### src/hw/batch_seq_cfg.svh
// Constants for the batch sequencer: widths and timing counts
`ifndef BATCH_SEQ_CFG_SVH
`define BATCH_SEQ_CFG_SVH

`define QTY_W 24
`define TMR_W 14
`define TOUT_W 8
`define CLK_MHZ 250
`define TICK_US 1000000
`define TICK_CYC (`TICK_US * `CLK_MHZ)
`define TICK_CNT_W 28

`endif

### src/hw/batch_seq_pkg.sv
// Types shared by the batch sequencer
package batch_seq_pkg;
    typedef enum logic [3:0] {
        ST_IDLE = 4'h1,
        ST_RUN = 4'h2,
        ST_DONE = 4'h4,
        ST_WAIT = 4'h8
    } seq_state_type;
endpackage : batch_seq_pkg

### src/hw/batch_sequencer.sv
// Batch sequencer: batch total, two-stage valve relays, restart and timeout
// What this block does
// - Entered batch quantity capped at maximum size; maximum zero means no limit.
// - Timed restart starts a new batch after programmed delay following batch end.
// - After start, wait slow-start delay, then energise relay 2.
// - Drop relay 2 when remaining quantity equals prestop quantity.
// - Batch total counts down from batch quantity or up from zero.
// - Flow signal timeout in seconds supervises flow; zero disables it.
// - Overrun compensation acts only when enabled and timeout is nonzero.
// - Auto-reset setting ignored while timed restart is on.
// - Without auto reset, run refused until total cleared by manual reset.
// - With auto reset, run key clears total and starts the batch.
`include "batch_seq_cfg.svh"
`timescale 1ns/100ps
`default_nettype none

module batch_sequencer
    import batch_seq_pkg::*;
(
    input wire logic mclk,
    input wire logic arst_n,
    input wire logic run_key,
    input wire logic stop_key,
    input wire logic reset_key,
    input wire logic [`QTY_W-1:0] batch_qty_in,
    input wire logic [`QTY_W-1:0] max_batch,
    input wire logic restart_en,
    input wire logic [`TMR_W-1:0] restart_secs,
    input wire logic [`TMR_W-1:0] slow_start_secs,
    input wire logic [`QTY_W-1:0] prestop_qty,
    input wire logic count_up,
    input wire logic [`TOUT_W-1:0] timeout_secs,
    input wire logic overrun_compensation,
    input wire logic auto_reset,
    input wire logic flow_pulse,
    output logic relay1,
    output logic relay2,
    output logic [`QTY_W-1:0] batch_total,
    output logic batch_active,
    output logic signal_timeout,
    output logic [`QTY_W-1:0] overrun_qty
);
    import batch_seq_pkg::*;

    // ****************************************
    // State
    // ****************************************
    typedef struct packed {
        seq_state_type st;
        logic [`QTY_W-1:0] qty;
        logic [`QTY_W-1:0] done;
        logic [`QTY_W-1:0] total;
        logic cleared;
        logic r1;
        logic r2;
        logic [`TICK_CNT_W-1:0] tick;
        logic [`TMR_W-1:0] secs;
        logic [`TOUT_W-1:0] idle_secs;
        logic tout;
        logic [`QTY_W-1:0] ovr;
        logic active;
    } seq_type;

    seq_type cur_ff;
    seq_type nxt_s;
    logic rst_meta_ff;
    logic rst_sync_ff;

    // Operator quantity limited to the programmed maximum size
    function automatic logic [`QTY_W-1:0] cap_qty(
        input logic [`QTY_W-1:0] q,
        input logic [`QTY_W-1:0] mx);
        logic [`QTY_W-1:0] r;
        r = q;
        if (mx != `QTY_W'h0 && q > mx)
            r = mx;
        return r;
    endfunction : cap_qty

    always_ff @(posedge mclk or negedge arst_n)
    begin
        if (!arst_n)
        begin
            rst_meta_ff <= 1'b0;
            rst_sync_ff <= 1'b0;
        end
        else
        begin
            rst_meta_ff <= 1'b1;
            rst_sync_ff <= rst_meta_ff;
        end
    end

    logic comp_on;
    logic auto_rst_eff;
    logic sec_tick;
    logic [`QTY_W-1:0] target;
    logic [`QTY_W-1:0] remain;

    assign comp_on = overrun_compensation && (timeout_secs != `TOUT_W'h0);
    assign auto_rst_eff = auto_reset && !restart_en;
    assign sec_tick = (cur_ff.tick == `TICK_CNT_W'(`TICK_CYC - 1));
    assign target = (comp_on && cur_ff.ovr < cur_ff.qty) ?
        cur_ff.qty - cur_ff.ovr : cur_ff.qty;
    assign remain = (cur_ff.done < target) ? target - cur_ff.done
        : `QTY_W'h0;

    always_comb
    begin
        nxt_s = cur_ff;
        nxt_s.tick = sec_tick ? `TICK_CNT_W'h0 : cur_ff.tick + 1'b1;
        if (reset_key && cur_ff.st != ST_RUN)
        begin
            nxt_s.done = `QTY_W'h0;
            nxt_s.cleared = 1'b1;
        end
        unique case (cur_ff.st)
            ST_IDLE, ST_DONE, ST_WAIT:
            begin
                if (cur_ff.st == ST_WAIT && sec_tick)
                    nxt_s.secs = cur_ff.secs + 1'b1;
                if ((run_key && (cur_ff.cleared || auto_rst_eff))
                    || (cur_ff.st == ST_WAIT && cur_ff.secs >= restart_secs))
                begin
                    nxt_s.st = ST_RUN;
                    nxt_s.qty = cap_qty(batch_qty_in, max_batch);
                    nxt_s.done = `QTY_W'h0;
                    nxt_s.cleared = 1'b0;
                    nxt_s.r1 = 1'b1;
                    nxt_s.r2 = 1'b0;
                    nxt_s.secs = `TMR_W'h0;
                    nxt_s.idle_secs = `TOUT_W'h0;
                    nxt_s.tout = 1'b0;
                    nxt_s.tick = `TICK_CNT_W'h0;
                end
            end
            ST_RUN:
            begin
                if (flow_pulse)
                begin
                    nxt_s.done = cur_ff.done + 1'b1;
                    nxt_s.idle_secs = `TOUT_W'h0;
                end
                else if (sec_tick && cur_ff.idle_secs != `TOUT_W'hFF)
                    nxt_s.idle_secs = cur_ff.idle_secs + 1'b1;
                if (sec_tick && cur_ff.secs != {`TMR_W{1'b1}})
                    nxt_s.secs = cur_ff.secs + 1'b1;
                if (cur_ff.secs >= slow_start_secs && remain > prestop_qty)
                    nxt_s.r2 = 1'b1;
                if (remain <= prestop_qty)
                    nxt_s.r2 = 1'b0;
                if (timeout_secs != `TOUT_W'h0 && !flow_pulse
                    && cur_ff.idle_secs >= timeout_secs)
                begin
                    nxt_s.tout = 1'b1;
                    nxt_s.st = ST_DONE;
                    nxt_s.r1 = 1'b0;
                    nxt_s.r2 = 1'b0;
                end
                else if (stop_key)
                begin
                    nxt_s.st = ST_DONE;
                    nxt_s.r1 = 1'b0;
                    nxt_s.r2 = 1'b0;
                end
                else if (cur_ff.done >= target)
                begin
                    nxt_s.st = restart_en ? ST_WAIT : ST_DONE;
                    nxt_s.r1 = 1'b0;
                    nxt_s.r2 = 1'b0;
                    nxt_s.secs = `TMR_W'h0;
                    nxt_s.ovr = `QTY_W'h0;
                end
            end
            default:
                nxt_s.st = ST_IDLE;
        endcase
        // Flow arriving after a completed batch is the valve overrun.
        // A unit landing on the start cycle is dropped so the new total
        // still starts clean.
        if (cur_ff.st != ST_RUN && nxt_s.st != ST_RUN && flow_pulse)
        begin
            nxt_s.done = cur_ff.done + 1'b1;
            nxt_s.ovr = cur_ff.ovr + 1'b1;
        end
        nxt_s.total = count_up ? nxt_s.done :
            ((nxt_s.done < nxt_s.qty) ? nxt_s.qty - nxt_s.done : `QTY_W'h0);
        nxt_s.active = (nxt_s.st == ST_RUN);
    end

    always_ff @(posedge mclk or negedge rst_sync_ff)
    begin
        if (!rst_sync_ff)
        begin
            cur_ff <= '0;
            cur_ff.st <= ST_IDLE;
            cur_ff.cleared <= 1'b1;
        end
        else
            cur_ff <= nxt_s;
    end

    assign relay1 = cur_ff.r1;
    assign relay2 = cur_ff.r2;
    assign batch_total = cur_ff.total;
    assign batch_active = cur_ff.active;
    assign signal_timeout = cur_ff.tout;
    assign overrun_qty = cur_ff.ovr;
endmodule : batch_sequencer

`default_nettype wire

### config.mk
export PLATFORM = sky130hd
export DESIGN_NAME = batch_sequencer
export DESIGN_NICKNAME = d
export VERILOG_FILES = /design/src/hw/batch_seq_pkg.sv /design/src/hw/batch_sequencer.sv
export VERILOG_INCLUDE_DIRS = /design/src /design/src/hw
export SDC_FILE = /design/constraint.sdc
export NUM_CORES = 1
export LEC_CHECK = 0
export ABC_CLOCK_PERIOD_IN_PS = 6700
export BUFFER_PORTS_ARGS = -buffer_cell sky130_fd_sc_hd__buf_2
export CORE_MARGIN = 4
export CORE_UTILIZATION = 55
export DETAILED_ROUTE_END_ITERATION = 10
export PLACE_DENSITY = 0.73
export REMOVE_ABC_BUFFERS = 1
export SETUP_SLACK_MARGIN = 0.15
export SYNTH_ARGS = -nofsm -noshare
export SYNTH_HDL_FRONTEND = slang
export SYNTH_SLANG_ARGS = --single-unit
### constraint.sdc
create_clock -name mclk -period 6.7 [get_ports mclk]
set_input_delay 0.67 -clock mclk [delete_from_list [all_inputs] [get_ports mclk]]
set_output_delay 0.67 -clock mclk [all_outputs]
set_load 0.03 [all_outputs]
# Word level (Yosys, flattened, before mapping)
# Cells that the tools add are included.
[classes] n_addsub=8 n_mul=0 div=0 n_lt_le_gt_ge=10 n_eq_ne=18 shift=0 n_mux=41 bitwise_logic=0 reduce_logical=31
[op_table] op="24-bit 2-to-1 mux" n=14
[op_table] op="24-bit less-than comparator" n=3
[op_table] op="24-bit subtractor" n=3
[op_table] op="14-bit 2-to-1 mux" n=5
[op_table] op="28-bit 2-to-1 mux" n=2
[op_table] op="54-bit 2-to-1 mux" n=1
[op_table] op="52-bit 2-to-1 mux" n=1
[op_table] op="24-bit by 1-bit adder with 24-bit output (second input constant)" n=2
[op_table] op="24-bit > comparator" n=2
[op_table] op="24-bit one-hot mux with 2 select lines" n=1
[op_table] op="23-bit one-hot mux with 2 select lines" n=1
[op_table] op="28-bit by 1-bit adder with 28-bit output (second input constant)" n=1
[op_table] op="28-bit equality test (second input constant)" n=1
[op_table] op="14-bit greater-or-equal comparator" n=2
[op_table] op="24-bit greater-or-equal comparator" n=1
[op_table] op="24-bit <= comparator" n=1
[op_table] op="24-bit nonzero test" n=1
[op_table] op="4-bit 2-to-1 mux" n=4
[op_table] op="8-bit 2-to-1 mux" n=2
[op_table] op="1-bit logical AND" n=15
[op_table] op="14-bit by 1-bit adder with 14-bit output (second input constant)" n=1
[op_table] op="14-bit inequality test (second input constant)" n=1
[op_table] op="3-bit AND reduction" n=4
[op_table] op="8-bit by 1-bit adder with 8-bit output (second input constant)" n=1
[op_table] op="23 further kinds" n=38
[totals] regBits=157 latch_bits=0 ram_bits=0 mem_bits_ro=0 out_inout_bits=52 memories=0

# Depth between registers and ports, before layout
# Gate-level depths: netlist (run 1).
[depth] depth_word=16 ltp_mapped=32

# Least setup slack after synthesis (run 1)
# OpenSTA, ideal clock, no wires.
[synth_timing] kind="flip-flop to flip-flop" start="register cur_ff (netlist bit overrun_qty[0])" end="register cur_ff (netlist bit relay2)" t_arrival_ps=6139 required_ps=6578 path_slack_ps=439 stages_incl_launch_ff=30 period_less_slack_ps=6261 path_cell_list="dfrtp_1 ha_1 inv_1 fa_1 a21o_1 a221oi_2 o21ai_1 a31oi_2 a21oi_1 o311ai_4 buf_2 o21ai_0 ha_1 nor2b_1 o21ai_1 a21oi_1 o31a_1 o31ai_1 buf_2 buf_1 nor3b_1 ha_1 and3_1 nand4_1 nor3_1 nand4_1 mux2_2 nand4b_1 o21ai_0 o2bb2ai_1"
[synth_via] elab_chain_cells=11 elab_cells_between_ends=18 classes_between="add/sub (2); order compare (5); eq/ne (1); mux (7); reduce/logical (3)"
[synth_rtl] element="start, declared" line_no="batch_sequencer.sv:64" rtl="seq_type cur_ff;"
[synth_rtl] element="start signal, assigned" line_no="batch_sequencer.sv:200" rtl="cur_ff <= nxt_s;"
[synth_rtl] element="24-bit less-than comparator" line_no="batch_sequencer.sv:103" rtl="assign target = (comp_on && cur_ff.ovr < cur_ff.qty) ?"
[synth_rtl] element="1-bit logical AND" line_no="batch_sequencer.sv:103"
[synth_rtl] element="24-bit 2-to-1 mux (*)" line_no="batch_sequencer.sv:103"
[synth_rtl] element="24-bit subtractor / 24-bit less-than comparator (equally long branches)" line_no="batch_sequencer.sv:105" rtl="assign remain = (cur_ff.done < target) ? target - cur_ff.done"
[synth_rtl] element="24-bit 2-to-1 mux" line_no="batch_sequencer.sv:105"
[synth_rtl] element="24-bit <= comparator" line_no="batch_sequencer.sv:150" rtl="if (remain <= prestop_qty)"
[synth_rtl] element="1-bit 2-to-1 mux" line_no="batch_sequencer.sv:150"
[synth_rtl] element="2-bit 2-to-1 mux" line_no="batch_sequencer.sv:166" rtl="else if (cur_ff.done >= target)"
[synth_rtl] element="2-bit 2-to-1 mux" line_no="batch_sequencer.sv:160" rtl="else if (stop_key)"
[synth_rtl] element="2-bit 2-to-1 mux" line_no="batch_sequencer.sv:152" rtl="if (timeout_secs != `TOUT_W'h0 && !flow_pulse"
[synth_rtl] element="2-bit one-hot mux with 2 select lines" line_no="batch_sequencer.sv:117" rtl="unique case (cur_ff.st)"
# Every way passes the cells marked *; elsewhere a longest branch is shown, timed or not. The select of a mux whose other input is x is not followed.
# A chain may end at the register's enable or synchronous reset.

# Final worst setup path (run 1)
[layout_timing] start="register cur_ff[127] (netlist name)" end="register cur_ff (netlist bit relay2)"
# Same word-level chain as after synthesis.

==> flow_metrics.env, run 1 <==
export IMPL_outcome="complete, no violations"
export IMPL_die_area_mm2=0.0285
export IMPL_final_antenna_net_count=0
export IMPL_drt_total_wl_um=42000
export IMPL_vias=13415
export IMPL_fin_area_mm2=0.0163
export IMPL_start_util_pct=56.2
export IMPL_cp_slowest_cell="dfrtp_1"
export IMPL_grt_overflow=0
export IMPL_postPlaceCellArea_mm2=0.0153
export IMPL_cp_end_kind="flip-flop"
export IMPL_fin_util_pct=64.4
export IMPL_arrival_ns=6.66
export IMPL_insertedDiodeCount=0
export IMPL_area_growth_pct=14.6
export IMPL_globalplace_congestion=0.946
export IMPL_syn_inst=1750
export IMPL_place_inst=2202
export IMPL_ys_ff_latch=157
export IMPL_drive_above_1_share_pct=17.5
export IMPL_grt_start_max_net_pins=76
export IMPL_drtPass1Iterations=5
export IMPL_synth_ff_type="dfrtp_1"
export IMPL_syn_area_mm2=0.0142
export IMPL_synth_edf_count=0
export IMPL_clk_pin_slew_ns=0.08
export IMPL_slew_violations=0
export IMPL_drc=0
export IMPL_hold_path_class="flip-flop to async pin"
export IMPL_place_hpwl_um=33100
export IMPL_io_pins=170
export IMPL_numCtsBuffers=17
export IMPL_p_per_area_mw_per_mm2=602
export IMPL_max_freq_mhz=158
export IMPL_wl_per_cell_um=18.6
export IMPL_critPathKind="flip-flop to flip-flop"
export IMPL_std_cell_rows=58
export IMPL_worst_slew_pin_slew_ns=0.954
export IMPL_path_max_fanout=10
export IMPL_yosysTopAreaCellShare_pct=27.3
export IMPL_synth_avg_cell_area_um2=8.13
export IMPL_ys_types=79
export IMPL_cts_tree="yes"
export IMPL_synth_async_reset_ratio_pct=100
export IMPL_peakVddDrop_uv=402
export IMPL_post_route_period_util_pct=94.6
export IMPL_fin_nets=2199
export IMPL_rsz0062_at_grt="false"
export IMPL_clock_skew_ns=0.0156
export IMPL_core_area_mm2=0.0253
export IMPL_ys_warn_count=0
export IMPL_finalSetupViolations=0
export IMPL_numPortBuffers=169
export IMPL_finalNonFillerCells=2257
export IMPL_drtIter0Drc=936
export IMPL_slew_headroom_pct=36.4
export IMPL_numClockSinks=157
export IMPL_yosysTopAreaCell="dfrtp_1"
export IMPL_max_cap_violations=0
export IMPL_finalHoldViolCount=0
export IMPL_fin_crit_ns=6.34
export IMPL_leakage_nw=8.15
export IMPL_grt_pass1_wl_um=66000
export IMPL_clk_path_buf_depth=2
export IMPL_via_per_inst=5.94
export IMPL_grt_use_total_pct=28.7
export IMPL_die_w_um=169
export IMPL_start_kind="flip-flop"
export IMPL_cts_root_buf="clkbuf_16"
export IMPL_layout_setup_ws_ns=0.363
export IMPL_die_h_um=169
export IMPL_synthTopCellsByCount="inv_1 (184), ha_1 (164), nand2_1 (158), dfrtp_1 (155), nor2_1 (149)"
export IMPL_totalPowerFinal_w=0.00982
export IMPL_yosysMostFrequentCell="inv_1"
export IMPL_cp_data_required_time_ns=7.03
export IMPL_synth_area_leaders="dfrtp_1 (27%), ha_1 (14%), inv_1 (4.9%)"
export IMPL_synth_seq_area_share_pct=27.6
export IMPL_grt_antenna_before_repair=0
export IMPL_max_stage_delay_ns=0.42
export IMPL_cts_max_level=4
export IMPL_place_ws_ns=-0.0573
export IMPL_grt_pass1_vias=12873
export IMPL_clock_latency_ns=0.44
## layer usage
metal  GRT usage [%]  vias to the layer above  share of wire (%)  wire [µm]
met5               0                        -                  0          0
met4            13.5                        0                4.8       2030
met3            4.13                      111                5.7       2400
met2            46.9                      509                 46      19400
met1            37.7                     6309                 43      18200
li1                -                     6486                  -          -
## metrics by stage
step                setup TNS [ns]  hold slack (ns)
detailed placement         -0.0573            0.155
floorplan                   -21.97            0.331
CTS                              0            0.161
global route                     0            0.171
finish                           0            0.154
global placement                 0            0.154
## critical path, delay by kind of cell, from the launching register on
kind,cells,cell delay [ns]
xor gates and xnor gates,1,0.19
AOI/OAI and AO/OA,15,2.84
adders and majority gates,4,1.09
buffers and inverters,5,0.61
muxes,2,0.61
and+or+nand+nor,5,0.45
DFF,1,0.42
## final timing paths
check,end,slack (ns),cells past startpoint,from
setup reg to reg,relay2,0.36,32,cur_ff[127]
max in group asynchronous,cur_ff[56],5.36,1,rst_sync_ff
hold reg to reg,cur_ff[37],0.15,0,rst_sync_ff
setup / recovery,relay2,0.36,32,cur_ff[127]
hold / removal,cur_ff[37],0.15,0,rst_sync_ff
min in group mclk,rst_sync_ff,0.36,0,rst_meta_ff
## cell type report
cell class	count	area, µm²
clock buffers	17	425
clock inverters	15	171
fillers	2263	9020
inverters	186	698
multi-input cells	1319	9270
flip-flops and latches	157	3940
well taps	330	413
repair buffers	233	1390
## report_power, final
part           switching (W)  leakage, nW  internal, W
Sequential          0.000230         2.09      0.00117
Combinational        0.00429         5.77      0.00314
Clock               0.000482        0.292     0.000503
## state kept, by name, indices dropped and copies added, names as in the netlist
register	flops
relay2	1
overrun_qty	24
signal_timeout	1
rst_sync_ff	1
relay1	1
batch_active	1
batch_total	24
cur_ff	103
rst_meta_ff	1
## cell usage in the layout, fill, tap and decap left out, types with 8 or more instances in the layout
cell type / netlist / layout
o21ai_2: 3 / 8
a21oi_2: 1 / 9
mux2i_1: 27 / 27
or2_2: 8 / 8
buf_4: 56 / 55
nand2_1: 158 / 157
o21ai_0: 114 / 104
a21o_1: 37 / 37
buf_2: 12 / 170
a211o_1: 8 / 8
o21ai_1: 9 / 14
a22o_1: 16 / 16
or3_1: 24 / 23
nor2b_1: 10 / 10
o21a_1: 18 / 18
nor2_1: 149 / 149
a31oi_1: 8 / 8
and3_1: 32 / 32
xor2_1: 44 / 43
nor4_1: 17 / 16
o211ai_1: 9 / 9
o21bai_1: 9 / 9
ha_1: 164 / 161
a21oi_1: 102 / 93
a211oi_1: 12 / 10
clkbuf_16: 0 / 18
nand2b_1: 11 / 10
and4_1: 12 / 12
nand3_1: 44 / 43
nor3_1: 35 / 33
xnor2_1: 67 / 66
dfrtp_1: 155 / 154
o31ai_1: 20 / 18
inv_1: 184 / 184
nand4_1: 46 / 46
## what timing repair did
| item | CTS | global route |
|---|---|---|
| endpoints found under the setup margin | 1 | 1 |
| buffers inserted | 4 | 15 |
| endpoints found under the hold margin | 2 | 0 |
| cloned | 1 | 2 |
| gates resized for setup | 9 | 48 |
| pin swaps | 3 | 23 |
| hold buffers | 1 | 0 |
## cells by family after synthesis
kind of cell | count (synthesis) | synth area share, %
AOI/OAI and AO/OA | 425 | 19.4
xor gates and xnor gates | 111 | 6.83
adders and majority gates | 167 | 14.8
buffers and inverters | 274 | 8.81
DFF | 157 | 27.6
muxes | 33 | 2.40
other | 1 | 0.0264
and+or+nand+nor | 582 | 20.1
Note: power is estimated with default switching activity, not from simulation.
==> run 2, diff against run 1 <==
- ABC_AREA: not set -> 1
- CAP_MARGIN: not set -> 5
- PLACE_DENSITY: 0.73 -> 0.72
==> run 2 against run 1 <==
Against the previous run:
- sequential power grew 11%
- die area grew 17%
- global-route usage grew 4.3 points
- maximum frequency grew 7.4%
- total power grew 9.9%
- largest power group unchanged
- critical path type unchanged
- core utilization shrank 3.4 points
- critical endpoint unchanged
==> flow_metrics.env, run 2 <==
export IMPL_cts_max_level=4
export IMPL_synth_seq_area_share_pct=23.5
export IMPL_clk_pin_slew_ns=0.07
export IMPL_io_pins=170
export IMPL_outcome="complete, no violations"
export IMPL_area_growth_pct=8.54
export IMPL_finalSetupViolations=0
export IMPL_numClockSinks=157
export IMPL_tns_ns=0
export IMPL_postCtsSetupBuffers=0
export IMPL_fin_crit_ns=5.90
export IMPL_clk_path_buf_depth=2
export IMPL_yosysTopAreaCell="dfrtp_1"
export IMPL_via_per_inst=5.68
export IMPL_core_area_mm2=0.0298
export IMPL_start_kind="flip-flop"
export IMPL_mostFrequentLayoutCell="nand2_1"
export IMPL_drive_above_1_share_pct=9.98
export IMPL_final_antenna_net_count=0
export IMPL_synth_async_reset_ratio_pct=100
export IMPL_cp_end_kind="flip-flop"
export IMPL_fin_nets=2988
export IMPL_synthXorXnorAreaFrac_pct=5.18
export IMPL_clock_skew_ns=0.0133
export IMPL_clock_latency_ns=0.45
export IMPL_rsz0062_at_grt="false"
export IMPL_max_cap_violations=0
export IMPL_start_util_pct=56.2
export IMPL_timing_hold_ws_ns=0.344
export IMPL_yosysMostFrequentCell="nand2_1"
export IMPL_synthTopCellsByCount="nand2_1 (713), inv_1 (369), nor2_1 (253), ha_1 (164), nand3_1 (157)"
export IMPL_grt_pass1_wl_um=88100
export IMPL_die_h_um=182
export IMPL_globalplace_congestion=1.06
export IMPL_cp_slowest_cell="fa_1"
export IMPL_ys_warn_count=0
export IMPL_grt_pass1_vias=16861
export IMPL_fill_cells=2895
export IMPL_grt_start_max_net_pins=61
export IMPL_grt_use_total_pct=33.0
export IMPL_largest_register_ffs=103
export IMPL_grt_antenna_before_repair=0
export IMPL_synth_area_leaders="dfrtp_1 (23%), nand2_1 (16%), ha_1 (12%)"
export IMPL_synth_simple_area_share_pct=34.1
export IMPL_std_cell_rows=63
export IMPL_syn_area_mm2=0.0167
export IMPL_grt_overflow=0
export IMPL_numCtsBuffers=17
export IMPL_syn_inst=2605
export IMPL_synth_ff_type="dfrtp_1"
export IMPL_cts_tree="yes"
export IMPL_hold_path_class="flip-flop to async pin"
export IMPL_place_hpwl_um=44500
export IMPL_drc=0
export IMPL_yosysTopAreaCellShare_pct=23.2
export IMPL_finalHoldViolCount=0
export IMPL_max_stage_delay_ns=0.41
export IMPL_slew_violations=0
export IMPL_die_area_mm2=0.0333
export IMPL_p_per_area_mw_per_mm2=594
export IMPL_post_route_period_util_pct=88.1
export IMPL_peakVddDrop_uv=364
export IMPL_reg2reg_slack_ns=0.80
export IMPL_top_register="cur_ff"
export IMPL_numPortBuffers=169
export IMPL_critPathKind="flip-flop to flip-flop"
export IMPL_leakage_nw=9.49
export IMPL_synth_mux_area_share_pct=0
export IMPL_crit_top_cell="nand2_1"
export IMPL_synth_avg_cell_area_um2=6.42
export IMPL_drt_total_wl_um=55300
export IMPL_max_freq_mhz=169
export IMPL_cp_data_required_time_ns=7.04
export IMPL_wl_per_cell_um=17.8
export IMPL_drtIter0Drc=1646
export IMPL_die_w_um=182
export IMPL_synth_adder_area_share_pct=12.6
export IMPL_synth_top_family_by_area="simple AND/OR/NAND/NOR gates"
export IMPL_arrival_ns=6.24
export IMPL_synth_compound_area_share_pct=12.0
export IMPL_path_max_fanout=33
export IMPL_slew_headroom_pct=27.8
export IMPL_cts_root_buf="clkbuf_16"
export IMPL_layout_common_cells="nand2_1 (713), inv_1 (369), nor2_1 (253), buf_2 (169), ha_1 (164)"
export IMPL_vias=17624
export IMPL_ys_ff_latch=157
export IMPL_drtPass1Iterations=7
export IMPL_ys_types=54
export IMPL_worst_slew_pin_slew_ns=1.08
export IMPL_insertedDiodeCount=0
export IMPL_synth_edf_count=0
==> run 2: kinds of logic (layout without fill, tap and decap cells) <==
kind of cell	Yosys count	in the layout
compound gates	361	361
xor+xnor	99	99
fa+ha+maj	167	167
buf+inv	492	602
flops	157	157
other cells	1	1
simple gates	1328	1328
==> run 2: cell type report <==
class | instances | area [µm²] | area share [%]
Multi-Input combinational cell | 1956 | 10700 | 58.9
Sequential cell | 157 | 3940 | 21.7
Inverter | 384 | 1450 | 7.96
Timing Repair Buffer | 187 | 983 | 5.42
Tap cell | 390 | 488 | 2.69
Clock buffer | 19 | 433 | 2.38
Clock inverter | 12 | 171 | 0.944
==> run 2: what timing repair did <==
| item | in CTS | in global routing |
|---|---|---|
| endpoints found under the hold margin | 2 | 0 |
| endpoints found under the setup margin | 0 | 1 |
| hold buffers | 1 | 0 |
| gates resized for setup | 0 | 1 |
==> run 2: metal layers <==
| layer | vias up | global-route usage (%) | routed length [µm] |
|---|---|---|---|
| met3 | 140 | 4.92 | 4070 |
| met4 | 0 | 15.6 | 2690 |
| met1 | 8069 | 42.4 | 23300 |
| met5 | - | 0 | 0 |
| li1 | 8633 | - | - |
| met2 | 782 | 54.7 | 25200 |
==> run 2: final timing paths <==
check,from,end,depth (start not counted)
worst max-delay path,cur_ff[127],relay2,36
worst min-delay path,rst_sync_ff,cur_ff[46],0
worst max register to register,cur_ff[127],relay2,36
worst min register to register,rst_sync_ff,cur_ff[46],0
max in group asynchronous,rst_sync_ff,batch_total[13],1
min in group mclk,rst_meta_ff,rst_sync_ff,0
==> run 2: report_power, final <==
group / switching, W / internal, W
clock: 0.000415 / 0.000618
combinational: 0.00547 / 0.00274
sequential: 0.000332 / 0.00122
==> run 2: metrics by stage <==
step,std cells,setup WS [ns],power [W],cell area [µm²],util (%)
after CTS,3105,0.917,0.0106,18200,60.9
after global placement,3073,0.892,0.00953,17500,58.9
after global routing,3105,0.218,0.0118,18200,61.0
final,3105,0.798,0.0108,18200,61.0
after detailed placement,3073,0.886,0.00955,17500,58.9
after floorplan,2497,0.805,0.00725,16100,-
==> run 2: critical path, delay by kind of cell (launching register included) <==
kind            cells  cell delay (ns)
compound gates     12             1.73
fa+ha+maj           5             1.45
simple gates       13             1.33
buf+inv             6             0.92
flops               1             0.36
